--- config.mk ---
export PLATFORM = sky130hd
export DESIGN_NAME = nbh_host
export DESIGN_NICKNAME = d
export VERILOG_FILES = /design/src/core/nbh_host.v
export VERILOG_INCLUDE_DIRS = /design/src /design/src/include
export SDC_FILE = /design/constraint.sdc
export NUM_CORES = 1
export LEC_CHECK = 0
export BUFFER_PORTS_ARGS = -buffer_cell sky130_fd_sc_hd__buf_2
export CAP_MARGIN = 5
export CORE_UTILIZATION = 40
export DETAILED_ROUTE_END_ITERATION = 16
export GPL_ROUTABILITY_DRIVEN = 0
export PLACE_DENSITY = 0.72
export SLEW_MARGIN = 20
export SYNTH_ARGS = -nofsm -noshare
export SYNTH_HDL_FRONTEND = slang
export SYNTH_SLANG_ARGS = --single-unit
--- constraint.sdc ---
create_clock -name core_clk -period 5.7 [get_ports core_clk]
set_clock_uncertainty 0.05 [all_clocks]
set_input_delay 0.285 -clock core_clk [delete_from_list [all_inputs] [get_ports core_clk]]
set_output_delay 0.285 -clock core_clk [all_outputs]
set_load 0.02 [all_outputs]
--- src/include/nbh_defs.vh ---
// nbh_defs.vh: command codes, address layout and timing counts for the nand bus host
// assumes: included by core/nbh_host.v at 25 MHz core clock
`ifndef NBH_DEFS_VH
`define NBH_DEFS_VH
// ****************************************
// command codes
// ****************************************
`define NBH_CMD_READ1      8'h00
`define NBH_CMD_READ2      8'h30
`define NBH_CMD_COLCHG1    8'h05
`define NBH_CMD_COLCHG2    8'he0
`define NBH_CMD_SERIN      8'h80
`define NBH_CMD_PROG       8'h10
`define NBH_CMD_COLIN      8'h85
`define NBH_CMD_MPROG1     8'h11
`define NBH_CMD_MPROG2     8'h81
`define NBH_CMD_CBREAD     8'h35
`define NBH_CMD_ERASE1     8'h60
`define NBH_CMD_ERASE2     8'hd0
`define NBH_CMD_ID         8'h90
`define NBH_CMD_STATUS     8'h70
`define NBH_CMD_MSTATUS    8'h71
`define NBH_CMD_ECCSTAT    8'h7a
`define NBH_CMD_RESET      8'hff
// ****************************************
// address layout and geometry
// ****************************************
`define NBH_COL_W          12
`define NBH_ROW_W          17
`define NBH_PAGE_BYTES     2112
`define NBH_COL_HI_MASK    8'h0f
`define NBH_ROW_HI_MASK    8'h01
// ****************************************
// timing: busy onset and turnaround guard cycles (40 ns each)
// ****************************************
`define NBH_CLK_NS         40
`define NBH_TWHR_NS        60
`define NBH_TWHR_CYC       ((`NBH_TWHR_NS + `NBH_CLK_NS - 1) / `NBH_CLK_NS)
`define NBH_TWB_NS         100
`define NBH_TWB_CYC        ((`NBH_TWB_NS + `NBH_CLK_NS - 1) / `NBH_CLK_NS)
`endif

--- src/core/nbh_host.v ---
// nbh_host.v: host controller that drives a byte-wide nand port through its strobes
// assumes: one 25 MHz clock, pins sampled synchronously, external pull-up on ready_busy_n
`timescale 1ns/10ps
`include "nbh_defs.vh"
module nbh_host
#(
   parameter COL_W = `NBH_COL_W,
   parameter ROW_W = `NBH_ROW_W
)
(
   input  wire             core_clk,
   input  wire             sys_rst,
   // user request: kind 0 cmd, 1 addr, 2 write data, 3 read data, 4 wait ready
   input  wire             req_valid,
   output reg              req_ready,
   input  wire [2:0]       req_kind,
   input  wire [7:0]       req_byte,
   input  wire [2:0]       req_addr_cycles,
   input  wire [COL_W-1:0] req_col,
   input  wire [ROW_W-1:0] req_row,
   input  wire             req_protect_n,
   input  wire             req_standby,
   // read data out to user
   output reg              rd_valid,
   input  wire             rd_ready,
   output reg  [7:0]       rd_byte,
   // nand pins
   output reg              cle_q,
   output reg              ale_q,
   output reg              chip_sel_n_q,
   output reg              write_strobe_n_q,
   output reg              output_strobe_n_q,
   output reg              protect_n_q,
   output reg  [7:0]       shared_port_o,
   output reg              shared_port_oe,
   input  wire [7:0]       shared_port_i,
   input  wire             ready_busy_n
);
   // ****************************************
   // states and kinds
   // ****************************************
   localparam K_CMD = 3'd0, K_ADDR = 3'd1, K_WR = 3'd2, K_RD = 3'd3, K_WAIT = 3'd4;
   localparam S_IDLE = 3'd0, S_WLO = 3'd1, S_WHI = 3'd2, S_RLO = 3'd3, S_RHI = 3'd4, S_BUSY = 3'd5;
   localparam integer GUARD_I = `NBH_TWB_CYC + `NBH_TWHR_CYC;   // busy onset plus turnaround
   localparam [2:0]   GUARD_C = GUARD_I[2:0];                    // guard count at counter width
   reg [2:0]       state_q;            // strobe sequencer state
   reg [2:0]       kind_q;             // kind in progress
   reg [2:0]       acyc_q;             // address cycle count
   reg [2:0]       aidx_q;             // address cycle index
   reg [COL_W-1:0] col_q;              // column to send
   reg [ROW_W-1:0] row_q;              // row to send
   reg [2:0]       wait_q;             // guard delay counter
   // two-entry read buffer
   reg [7:0]       buf_q [0:1];        // storage words
   reg             wp_q;               // write pointer
   reg             rp_q;               // read pointer
   reg [1:0]       cnt_q;              // fill level
   wire            buf_full  = (cnt_q == 2'd2);
   wire            buf_push  = (state_q == S_RLO);
   wire            buf_pop   = rd_valid && rd_ready;
   // ****************************************
   // address byte select per cycle
   // ****************************************
   function [7:0] addr_byte;
      input [2:0]       idx;
      input [COL_W-1:0] col;
      input [ROW_W-1:0] row;
      begin
         case (idx)
            3'd0:    addr_byte = col[7:0];
            3'd1:    addr_byte = {4'h0, col[11:8]} & `NBH_COL_HI_MASK;
            3'd2:    addr_byte = row[7:0];
            3'd3:    addr_byte = row[15:8];
            3'd4:    addr_byte = {7'h00, row[16]} & `NBH_ROW_HI_MASK;
            default: addr_byte = 8'h00;
         endcase
      end
   endfunction
   // ****************************************
   // strobe sequencer
   // ****************************************
   always @(posedge core_clk or posedge sys_rst)
   begin
      if (sys_rst)
      begin
         state_q           <= S_IDLE;
         kind_q            <= 3'd0;
         acyc_q            <= 3'd0;
         aidx_q            <= 3'd0;
         col_q             <= {COL_W{1'b0}};
         row_q             <= {ROW_W{1'b0}};
         wait_q            <= 3'd0;
         req_ready         <= 1'b0;
         cle_q             <= 1'b0;
         ale_q             <= 1'b0;
         chip_sel_n_q      <= 1'b1;
         write_strobe_n_q  <= 1'b1;
         output_strobe_n_q <= 1'b1;
         protect_n_q       <= 1'b0;
         shared_port_o     <= 8'h00;
         shared_port_oe    <= 1'b0;
      end
      else
      begin
         protect_n_q <= req_protect_n;
         req_ready   <= 1'b0;
         case (state_q)
            // idle: strobes high, take next request
            S_IDLE:
            begin
               write_strobe_n_q  <= 1'b1;
               output_strobe_n_q <= 1'b1;
               shared_port_oe    <= 1'b0;
               cle_q             <= 1'b0;
               ale_q             <= 1'b0;
               // standby by raising chip select when idle
               chip_sel_n_q      <= req_standby && !req_valid;
               if (wait_q != 3'd0)
                  wait_q <= wait_q - 3'd1;
               else if (req_valid && !req_ready)
               begin
                  kind_q       <= req_kind;
                  chip_sel_n_q <= 1'b0;
                  case (req_kind)
                     K_CMD:
                     begin
                        if (!ready_busy_n && req_byte != `NBH_CMD_STATUS &&
                            req_byte != `NBH_CMD_MSTATUS && req_byte != `NBH_CMD_RESET)
                           state_q <= S_IDLE;
                        else
                        begin
                           cle_q            <= 1'b1;
                           shared_port_o    <= req_byte;
                           shared_port_oe   <= 1'b1;
                           write_strobe_n_q <= 1'b0;
                           state_q          <= S_WLO;
                        end
                     end
                     K_ADDR:
                     begin
                        ale_q            <= 1'b1;
                        col_q            <= req_col;
                        row_q            <= req_row;
                        acyc_q           <= req_addr_cycles;
                        aidx_q           <= 3'd0;
                        shared_port_o    <= addr_byte(3'd0, req_col, req_row);
                        shared_port_oe   <= 1'b1;
                        write_strobe_n_q <= 1'b0;
                        state_q          <= S_WLO;
                     end
                     K_WR:
                     begin
                        shared_port_o    <= req_byte;
                        shared_port_oe   <= 1'b1;
                        write_strobe_n_q <= 1'b0;
                        state_q          <= S_WLO;
                     end
                     K_RD:
                     begin
                        if (!buf_full && ready_busy_n)
                        begin
                           output_strobe_n_q <= 1'b0;
                           state_q           <= S_RLO;
                        end
                     end
                     default:
                        state_q <= S_BUSY;
                  endcase
               end
            end
            // write strobe low phase, rising edge next
            S_WLO:
            begin
               write_strobe_n_q <= 1'b1;
               state_q          <= S_WHI;
            end
            // write strobe high: hold, next address cycle or finish
            S_WHI:
            begin
               if (kind_q == K_ADDR && aidx_q + 3'd1 < acyc_q)
               begin
                  aidx_q           <= aidx_q + 3'd1;
                  shared_port_o    <= addr_byte(aidx_q + 3'd1, col_q, row_q);
                  write_strobe_n_q <= 1'b0;
                  state_q          <= S_WLO;
               end
               else
               begin
                  cle_q          <= 1'b0;
                  ale_q          <= 1'b0;
                  shared_port_oe <= 1'b0;
                  req_ready      <= 1'b1;
                  // busy may follow a confirm; allow busy to appear
                  wait_q         <= (kind_q == K_CMD) ? GUARD_C : 3'd0;
                  state_q        <= S_IDLE;
               end
            end
            // output strobe low: sample byte at end of the phase
            S_RLO:
            begin
               output_strobe_n_q <= 1'b1;
               state_q           <= S_RHI;
            end
            // output strobe high recovery
            S_RHI:
            begin
               req_ready <= 1'b1;
               state_q   <= S_IDLE;
            end
            S_BUSY:
            begin
               if (ready_busy_n)
               begin
                  req_ready <= 1'b1;
                  state_q   <= S_IDLE;
               end
            end
            default:
               state_q <= S_IDLE;
         endcase
      end
   end
   // ****************************************
   // two-entry read buffer
   // ****************************************
   always @(posedge core_clk or posedge sys_rst)
   begin
      if (sys_rst)
      begin
         wp_q     <= 1'b0;
         rp_q     <= 1'b0;
         cnt_q    <= 2'd0;
         rd_valid <= 1'b0;
         rd_byte  <= 8'h00;
         buf_q[0] <= 8'h00;
         buf_q[1] <= 8'h00;
      end
      else
      begin
         // capture the byte presented by the strobe fall
         if (buf_push)
         begin
            buf_q[wp_q] <= shared_port_i;
            wp_q        <= ~wp_q;
         end
         if (buf_pop)
            rp_q <= ~rp_q;
         cnt_q <= cnt_q + {1'b0, buf_push} - {1'b0, buf_pop};
         // output register shows head entry
         if (buf_pop)
         begin
            rd_valid <= (cnt_q + {1'b0, buf_push}) > 2'd1;
            rd_byte  <= buf_push && cnt_q == 2'd1 ? shared_port_i : buf_q[~rp_q];
         end
         else if (!rd_valid && buf_push)
         begin
            rd_valid <= 1'b1;
            rd_byte  <= shared_port_i;
         end
      end
   end
endmodule

==> summary.md, run 1 <==
| Metric | Value |
|---|---|
| # diodes | 0 |
| Rows | 38 |
| Dpl ws | 2787 ps |
| Vias in the first global route | 3157 |
| Post-synthesis mux area share | 0.1997 |
| Slew HR | 0.2798 |
| Hold_buf cts | 2 |
| Die area | 0.01150 mm^2 |
| Met2 Routed Length | 4499 um |
| Final HPWL DP | 6841 um |
| Max Buffers Root-to-Sink | 2 |
| Nets | 529 |
| Post-Synthesis Mean Instance Area | 11.69 um^2 |
| Final hold vios | 0 |
| Achievable Freq | 342.9 MHz |
| Period utilization | 0.5117 |
| Max-Cap Viols | 0 |
| Maximum vdd drop | 0.2492 mV |
| Inst Count DP | 587 |
| RSZ-0062 raised after global routing | no |
| CP dominant cell by count | ha_1 |
| Residual DRC | 0 |
| Clk pin slew, worst setup/hold paths | 90 ps |
| Pin count of the biggest net entering global routing | 56 |
| CP cell instances | ha_1, xor2_1, ha_1, or4b_4, a211oi_4, o21ai_2, a21oi_4, mux2_2 |
| Total wire length | 9459 um |
| Worst Setup Path Type | flip-flop to flip-flop |
| Async SR Flop Fraction | 1.000 |
| Critical path's largest stage delay | 500 ps |
| # setup viols final | 0 |
| Post-route minimum period | 2917 ps |
| Io pins | 83 |
| Cells after Synth | 379 |
| CP endpoint kind | flip-flop |
| Startpoint types | flip-flop |
| Max H-tree Level | 3 |
| First-pass GRT wire length | 15480 um |
| Slew @ Worst Pin | 1076 ps |
| CTS tree | yes |
| Pwr Density | 489.0 mW/mm^2 |
| Area growth syn-to-layout | 17.62% |
| Slowest CP cell | or4b_4 |
| Post-Synth Simple-Gate Area | 0.1113 |
| TritonCTS buffer count | 9 |
| Drt initial violations | 138 |
| Most frequent cell after synthesis | dfrtp_1 |
| Main combinational cell family by area after synthesis | multiplexers |
| Synth top area share | 0.4857 |
| CTS Sinks | 89 |
| Type of the most critical hold path | input pin to flip-flop |
| GRT Total Usage | 0.1754 |
| Fraction of layout cells with a size suffix above 1 | 0.3677 |
| Final antenna-violating net count | 0 |
| Dominant cells by area after synthesis | dfrtp_1, mux2_2, mux2_4 |
| DR pass1 iterations | 4 |
| Via density | 5.217 |
| Setup_tns | 0 ps |
| Crit path DAT | 3110 ps |
| Status | complete, no violations |
| Top_reg_cell synth | dfrtp_1 |
| WL met3 | 425 um |
| Initial antenna violation count | 0 |
| Initial cell density of the core | 0.4105 |
| Leading area contributor after synthesis | dfrtp_1 |
| DR WL/cell | 15.63 um |
| Synth Area in Adders | 0.03106 |
| Postcts setup bufs | 0 |
| Post-synthesis xor/xnor area fraction | 0.009884 |
| Critical path peak fanout | 8 |
| Finished Layout Cells | 605 |
| Crit path required time | 5900 ps |
| Max Used Layer | met4 |
| Post-synth EDFFs | 0 |
| Final Util | 0.4828 |
| Die Wd | 107.2 um |
| Die height | 107.2 um |
| Clock latency on the worst-skew pair | 360 ps |
| Synthesis-stage register bit count | 89 |
| Port-buffer cells | 82 |
| Root buffer cell | clkbuf_8 |
| DR vias | 3156 |
| Seq/Total Area, Yosys | 0.5035 |
| Setup ws final | 2783 ps |
| Met1 wire length | 4322 um |
| Lkg Pwr | 2.542 nW |
| Gr ovfl total | 0 |
| Post-synth top cells | dfrtp_1, nand2_1, mux2_2, o21ai_0, mux2_4 |
| Count of cell types in the netlist | 54 |
| Mapped cell area | 0.004430 mm^2 |
| Final Max Tran Viols | 0 |
| Fin Hold WS | 84.43 ps |
| Syn nets | 448 |
| Synth Area in Compound Gates | 0.1067 |
| Syn. warnings | 0 |
| Core Region | 0.01079 mm^2 |
| Post-CTS Resized | 0 |
[worst max-delay path, delay by kind of cell, from the launching register on]
kind / cells / cell delay, ps
adders and majority gates: 2 / 490
AOI/OAI and AO/OA: 3 / 690
xor gates and xnor gates: 1 / 220
and+or+nand+nor: 1 / 500
muxes: 1 / 380
DFF: 1 / 460
[cells in the final DEF (no fill, tap or decap), types with 2 or more instances in the layout]
master          n
nand3b_1        4
o221ai_1        2
bufinv_16       3
nor4_1          4
a22oi_1         7
nand2_1        43
a222oi_1        5
or4_1           3
mux2_2         35
nand3_1         5
a21oi_1         9
inv_1          13
nor2b_1         2
dfstp_2         3
clkbuf_8       10
nand2b_1        2
dfrtp_1        86
ha_1           11
nor2_1         14
clkinv_2        2
o22ai_1         4
inv_6           3
mux2i_1        16
buf_4           2
xnor2_1         4
nor4b_1         2
buf_2          82
dlygate4sd3_1   2
mux2_4         22
o21ai_0        35
nor3_1          3
nor3b_1         3
[flip-flops by register name, indices dropped and copies added, names as in the netlist, 8 cells and up]
register and flops:
shared_port_o 8, col_q 12, rd_byte 8, buf_q 16, row_q 17
[per-layer routing]
layer  up-vias  global-route usage
li1       1521                   -
met1      1548              0.2382
met2        72              0.2719
met3        15             0.03708
met4         0             0.07241
met5         -                   0
[area by class of cell]
| cell class | count | area [um^2] |
|---|---|---|
| Fill cell | 997 | 5582 |
| Sequential cell | 89 | 2231 |
| Multi-Input combinational cell | 258 | 2043 |
| Timing Repair Buffer | 86 | 445.4 |
| Tap cell | 140 | 175.2 |
| Clock buffer | 10 | 137.6 |
| Clock inverter | 6 | 112.6 |
| Inverter | 16 | 66.31 |
[kinds of logic (layout without fill, tap and decap cells)]
kind of cell    count (synthesis)  after routing
flops                          89             89
fa+ha+maj                      11             11
compound gates                 73             73
mux                            73             73
simple gates                   96             96
buf+inv                        32            118
xor+xnor                        5              5
[through the flow]
stage          instance area [um^2]  total power [mW]
2_1_floorplan                  4431             1.762
3_3_place_gp                   4935             1.978
3_5_place_dp                   4941             2.025
4_1_cts                        5211             2.573
5_1_grt                        5211             2.721
6_report                       5211             2.548
[report_power, final]
part           total [mW]  internal, mW  switching [mW]
Clock               0.535         0.306           0.229
Combinational       0.922         0.443           0.479
Sequential           1.09         0.894           0.197
[path summary, 6_finish.rpt]
| check | start | end | slack, ps | depth (start not counted) |
|---|---|---|---|---|
| worst max-delay path | aidx_q[0]$_DFFE_PP0P_ | shared_port_o[7]$_DFFE_PP0P_ | 2780 | 8 |
| worst min-delay path | req_standby | chip_sel_n_q$_DFFE_PP1P_ | 80 | 3 |
| worst max register to register | aidx_q[0]$_DFFE_PP0P_ | shared_port_o[7]$_DFFE_PP0P_ | 2780 | 8 |
| worst min register to register | chip_sel_n_q$_DFFE_PP1P_ | chip_sel_n_q$_DFFE_PP1P_ | 410 | 2 |
| max in group asynchronous | sys_rst | row_q[8]$_DFFE_PP0P_ | 4020 | 4 |
| min in group asynchronous | sys_rst | rd_byte[3]$_DFFE_PP0P_ | 460 | 3 |
Note: power is estimated with default switching activity, not from simulation.
==> run 2, diff against run 1 <==
Settings changed: PLACE_DENSITY 0.72 to 0.74.
Clock period 5.7 ns to 2.4 ns, I/O delays scaled along.
==> run 2 against run 1 <==
  * The run now ends with negative setup slack left
  * Critical path depth increased by 1
  * Register-to-register slack got worse by 2900 ps
  * Hold slack got worse by 55 ps
  * First-iteration DRC count increased by 38%
  * Sequential share of layout area decreased by 4.3 points
  * Sequential power increased by 130%
  * Die area unchanged
  * Core utilization increased by 5.4 points
  * Highest routed layer unchanged
==> summary.md, run 2 (same netlist as run 1, synthesis figures left out) <==
| Metric | Value |
|---|---|
| Status | complete, but fails checks (was complete, no violations) |
| Failing checks | negative setup slack |
| Pin count of the biggest net entering global routing | 90 (was 56) |
| Fraction of layout cells with a size suffix above 1 | 0.3617 (was 0.3677) |
| Final Util | 0.5370 (was 0.4828) |
| First-pass GRT wire length | 17370 um (was 15480 um) |
| Clock latency on the worst-skew pair | 360 ps (about the same) |
| Largest Register | row_q (unchanged) |
| RSZ-0062 raised after global routing | yes (was no) |
| CTS Sinks | 89 (unchanged) |
| GRT Total Usage | 0.1966 (was 0.1754) |
| Period utilization | 1.063 (was 0.5117) |
| Worst Setup Path Type | flip-flop to flip-flop (unchanged) |
| Biggest regs | row_q: 17 flops, buf_q: 16 flops, col_q: 12 flops (unchanged) |
| Crit path DAT | 2750 ps (was 3110 ps) |
| Commonest non-fill, non-tap cells in the layout | dfrtp_1, buf_2, dlygate4sd3_1 (was dfrtp_1, buf_2, nand2_1) |
| Via density | 5.157 (was 5.217) |
| DR WL/cell | 15.64 um (was 15.63 um) |
| Maximum vdd drop | 0.6143 mV (was 0.2492 mV) |
| Finished Layout Cells | 668 (was 605) |
| Max-Cap Viols | 0 (unchanged) |
| # diodes | 0 (unchanged) |
| Io pins | 83 (unchanged) |
| Filler Cell Count | 904 (was 997) |
| Slew HR | 0.4317 (was 0.2798) |
| CTS tree | yes (unchanged) |
| Pwr Density | 1048 mW/mm^2 (was 489.0 mW/mm^2) |
| Root buffer cell | clkbuf_8 (unchanged) |
| Setup_tns | -1176 ps (was 0 ps) |
| Area growth syn-to-layout | 30.81% (was 17.62%) |
| Final hold vios | 0 (unchanged) |
| DR pass1 iterations | 5 (was 4) |
| Initial antenna violation count | 0 (unchanged) |
| Max H-tree Level | 3 (unchanged) |
| Crit path required time | 2600 ps (was 5900 ps) |
| Die Wd | 107.2 um (unchanged) |
| Max Buffers Root-to-Sink | 2 (unchanged) |
| Setup ws final | -152.1 ps (was 2783 ps) |
| Lkg Pwr | 2.781 nW (was 2.542 nW) |
| Final Max Tran Viols | 0 (unchanged) |
| Initial cell density of the core | 0.4105 (unchanged) |
| Commonest non-fill, non-tap cell in the layout | dfrtp_1 (unchanged) |
| Die height | 107.2 um (unchanged) |
| Final antenna-violating net count | 0 (unchanged) |
| Nets | 593 (was 529) |
| Rows | 38 (unchanged) |
| Startpoint types | flip-flop (unchanged) |
| Clk pin slew, worst setup/hold paths | 80 ps (was 90 ps) |
| Post-route minimum period | 2552 ps (was 2917 ps) |
| Die area | 0.01150 mm^2 (unchanged) |
| Port-buffer cells | 82 (unchanged) |
| Fin Hold WS | 29.75 ps (was 84.43 ps) |
| Reg2Reg Setup Slack | -150 ps (was 2780 ps) |
| Slew @ Worst Pin | 849.3 ps (was 1076 ps) |
| Type of the most critical hold path | input pin to flip-flop (unchanged) |
| TritonCTS buffer count | 9 (unchanged) |
| Vias in the first global route | 3601 (was 3157) |
| DR vias | 3445 (was 3156) |
| Inst Count DP | 602 (was 587) |
| Achievable Freq | 391.8 MHz (was 342.9 MHz) |
| CP endpoint kind | flip-flop (unchanged) |
| Core Region | 0.01079 mm^2 (unchanged) |
| Gr ovfl total | 0 (unchanged) |
| Largest register FFs | 17 (unchanged) |
| # setup viols final | 9 (was 0) |
| Drt initial violations | 191 (was 138) |
| Final HPWL DP | 7065 um (was 6841 um) |
| Critical path peak fanout | 8 (unchanged) |
| Total wire length | 10450 um (was 9459 um) |
| Residual DRC | 0 (unchanged) |
==> run 2: what timing repair did <==
item / in CTS / in global routing
hold buffers: 47 / 0
setup buffers: 4 / 0
hold endpoints to repair: 139 / 0
resized for setup: 0 / 2
setup endpoints to repair: 12 / 48
==> run 2: cell type report <==
class / count / area, um^2 / share of cell area
multi-input cells: 258 / 2072 / 0.3575
flip-flops and latches: 89 / 2232 / 0.3851
repair buffers: 150 / 1064 / 0.1835
clock buffers: 10 / 127.6 / 0.02202
inverters: 16 / 68.82 / 0.01187
clock inverters: 5 / 56.30 / 0.009715
well taps: 140 / 175.2 / 0.03022
==> run 2: worst paths after layout <==
path                                          start                            to  depth (start not counted)
setup / recovery              aidx_q[0]$_DFFE_PP0P_  shared_port_o[5]$_DFFE_PP0P_                          9
hold / removal                             rd_ready              rp_q$_DFFE_PP0P_                          3
setup reg to reg              aidx_q[0]$_DFFE_PP0P_  shared_port_o[5]$_DFFE_PP0P_                          9
hold reg to reg            chip_sel_n_q$_DFFE_PP1P_      chip_sel_n_q$_DFFE_PP1P_                          2
max in group asynchronous                   sys_rst         aidx_q[0]$_DFFE_PP0P_                          4
min in group asynchronous                   sys_rst         protect_n_q$_DFF_PP0_                          4
==> run 2: power by group <==
| group | leakage [nW] | switching [mW] | internal [mW] | total (mW) |
|---|---|---|---|---|
| Sequential | 1.12 | 0.428 | 2.13 | 2.56 |
| Clock | 0.0925 | 0.526 | 0.476 | 1.00 |
| Combinational | 1.56 | 1.26 | 1.26 | 2.52 |
==> run 2: routing by layer <==
layer  vias up  routed length [um]  global-route usage
met5         -                   0                   0
met4         0                 246             0.08708
met3        27                 499             0.05106
met2       102                5096              0.3152
met1      1672                4603              0.2499
li1       1644                   -                   -
==> run 2: through the flow <==
stage                     power [mW]  worst slack, ps  area [um^2]
after floorplan                4.208           -161.5         4461
after detailed placement       4.973           -223.9         5089
after global placement         4.853           -137.3         5089
final                          6.076           -152.1         5796
after CTS                      6.091           -164.9         5786
after global routing           6.510           -250.6         5796
==> run 2: critical path: stages, from the launching register on <==
cell and delay [ps]:
dfrtp_2 450, ha_4 180, xor2_2 180, ha_2 180
or4b_4 500, a211oi_4 200, o21ai_2 90, a21oi_4 150
buf_12 140, mux2_2 330
==> run 3, diff against run 2 <==
Settings changed: BUFFER_PORTS_ARGS -buffer_cell sky130_fd_sc_hd__buf_2 to not set, DONT_BUFFER_PORTS set to 1, PLACE_DENSITY 0.74 to not set.
==> run 3 against run 2 <==
  * The flow still finishes with violations (negative setup slack)
  * Total power fell by 1.1%
  * Core utilization shrank 2.8 points
  * Critical path depth did not move
  * Setup slack lost 43 ps
  * Die area stayed put
  * Design area decreased by 5.2%
  * Clock power increased by 9%
  * Critical endpoint is now shared_port_o[2]$_DFFE_PP0P_
==> summary.md, run 3 (same netlist as run 1, synthesis figures left out) <==
| Metric | Value |
|---|---|
| Die area | 0.01150 mm^2 (unchanged) |
| Slew @ Worst Pin | 860.3 ps (was 849.3 ps) |
| CTS Sinks | 89 (unchanged) |
| Setup ws final | -194.8 ps (was -152.1 ps) |
| Dpl ws | -205.4 ps (was -223.9 ps) |
| Port-buffer cells | 0 (was 82) |
| Clock latency on the worst-skew pair | 370 ps (was 360 ps) |
| DR pass1 iterations | 11 (was 5) |
| # diodes | 0 (unchanged) |
| Root buffer cell | clkbuf_8 (unchanged) |
| Failing checks | negative setup slack (unchanged) |
| Achievable Freq | 385.4 MHz (was 391.8 MHz) |
| Pwr Density | 1094 mW/mm^2 (was 1048 mW/mm^2) |
| Max Buffers Root-to-Sink | 2 (unchanged) |
| Maximum vdd drop | 0.4653 mV (was 0.6143 mV) |
| Die Wd | 107.2 um (unchanged) |
| TritonCTS buffer count | 9 (unchanged) |
| Clk pin slew, worst setup/hold paths | 90 ps (was 80 ps) |
| Area growth syn-to-layout | 24.00% (was 30.81%) |
| Vias in the first global route | 3283 (was 3601) |
| CTS tree | yes (unchanged) |
| GRT Total Usage | 0.1928 (was 0.1966) |
| Slew HR | 0.4243 (was 0.4317) |
| Final antenna-violating net count | 0 (unchanged) |
| Worst Setup Path Type | flip-flop to flip-flop (unchanged) |
| Crit-path leading delay family | simple AND/OR/NAND/NOR gates (unchanged) |
| First-pass GRT wire length | 16840 um (was 17370 um) |
| Total wire length | 10250 um (was 10450 um) |
| Largest register FFs | 17 (unchanged) |
| Status | complete, but fails checks (unchanged) |
| Nets | 517 (was 593) |
| Critical path's largest stage delay | 500 ps (about the same) |
| Type of the most critical hold path | input pin to flip-flop (unchanged) |
| Critical path peak fanout | 8 (unchanged) |
| Dpl cell area | 0.004693 mm^2 (was 0.005089 mm^2) |
| Initial cell density of the core | 0.4105 (unchanged) |
| Commonest non-fill, non-tap cells in the layout | dfrtp_1, dlygate4sd3_1, nand2_1 (was dfrtp_1, buf_2, dlygate4sd3_1) |
| GR Util met1 | 0.2466 (was 0.2499) |
| Largest Register | row_q (unchanged) |
| # setup viols final | 13 (was 9) |
| Lkg Pwr | 2.499 nW (was 2.781 nW) |
| RSZ-0062 raised after global routing | yes (unchanged) |
| Final hold vios | 0 (unchanged) |
| Final Util | 0.5090 (was 0.5370) |
| Total Power | 6.008 mW (was 6.076 mW) |
| CP endpoint kind | flip-flop (unchanged) |
| Via density | 5.398 (was 5.157) |
| Final Max Tran Viols | 0 (unchanged) |
| Drt initial violations | 156 (was 191) |
| Slowest CP cell | or4b_4 (unchanged) |
| Io pins | 83 (unchanged) |
| Startpoint types | flip-flop (unchanged) |
| Met2 usage | 0.3014 (was 0.3152) |
| Crit path DAT | 2800 ps (was 2750 ps) |
| Initial antenna violation count | 0 (unchanged) |
| Final HPWL DP | 7004 um (was 7065 um) |
| Pin count of the biggest net entering global routing | 43 (was 90) |
| Met3 Use GR | 0.05897 (was 0.05106) |
| Period utilization | 1.081 (was 1.063) |
| Max H-tree Level | 3 (unchanged) |
| Commonest non-fill, non-tap cell in the layout | dfrtp_1 (unchanged) |
| DR WL/cell | 17.28 um (was 15.64 um) |
| Post-route cell area | 0.005494 mm^2 (was 0.005796 mm^2) |
| Die height | 107.2 um (unchanged) |
| Gr ovfl total | 0 (unchanged) |
| Fraction of layout cells with a size suffix above 1 | 0.2539 (was 0.3617) |
| Max-Cap Viols | 0 (unchanged) |
| Buf+Inv Stages, Crit Path | 1 (unchanged) |
| Gr busiest metal | met2 (unchanged) |
| DR vias | 3201 (was 3445) |
| CP cell instances | ha_4, xor2_2, ha_2, or4b_4, a211oi_4, o21ai_2, a21oi_4, buf_12, mux2_2 (unchanged) |
| Fin Hold WS | 23.69 ps (was 29.75 ps) |
| Rows | 38 (unchanged) |
| Biggest regs | row_q: 17 flops, buf_q: 16 flops, col_q: 12 flops (unchanged) |
| Crit path required time | 2600 ps (about the same) |
| Residual DRC | 0 (unchanged) |
| Core Region | 0.01079 mm^2 (unchanged) |
| Post-route minimum period | 2595 ps (was 2552 ps) |
-- run 3: cell type report --
cell class                      count  area (um^2)
Multi-Input combinational cell    258         2106
Inverter                           16        68.82
Tap cell                          140        175.2
Sequential cell                    89         2231
Clock buffer                       12        155.1
Fill cell                         956         5299
Timing Repair Buffer               74        706.9
Clock inverter                      4        51.30
-- run 3: what timing repair did --
item / CTS / global route
endpoints found under the hold margin: 94 / 0
pin swaps: 0 / 7
endpoints found under the setup margin: 12 / 48
buffers inserted: 3 / 3
gates resized for setup: 1 / 13
hold buffers: 49 / 0
-- run 3: worst min-delay path, stage by stage --
cell	delay [ps]
nor2_1	40
a21oi_1	210
nor2_1	70
-- run 3: per-layer routing --
layer  up-vias  wire length [um]  share of wire
met5         -                 0              0
met4         0               182          0.018
met3        13               708          0.069
met2       102              4861           0.47
met1      1589              4496           0.44
li1       1497                 -              -
-- run 3: report_power, final --
group          total [mW]  internal [mW]  switching (mW)
clock network        1.09          0.539           0.546
registers            2.77           2.12           0.643
logic                2.16           1.16           0.999
total                6.01           3.82            2.19
-- run 3: worst paths after layout --
path	start	cells after the start	slack, ps	endpoint
max	aidx_q[1]$_DFFE_PP0P_	9	-190	shared_port_o[2]$_DFFE_PP0P_
min	req_kind[0]	3	20	write_strobe_n_q$_DFFE_PP1P_
max reg2reg	aidx_q[1]$_DFFE_PP0P_	9	-190	shared_port_o[2]$_DFFE_PP0P_
min reg2reg	wp_q$_DFFE_PP0P_	1	460	wp_q$_DFFE_PP0P_
max in group asynchronous	sys_rst	3	1360	acyc_q[0]$_DFFE_PP0P_
min in group asynchronous	sys_rst	2	250	shared_port_o[1]$_DFFE_PP0P_
-- run 3: per-stage QoR --
stage,TNS [ps],cells
after global routing,-2349,593
after global placement,-1307,522
after detailed placement,-1712,522
final,-1641,593
after floorplan,-1253,379
after CTS,-1323,590
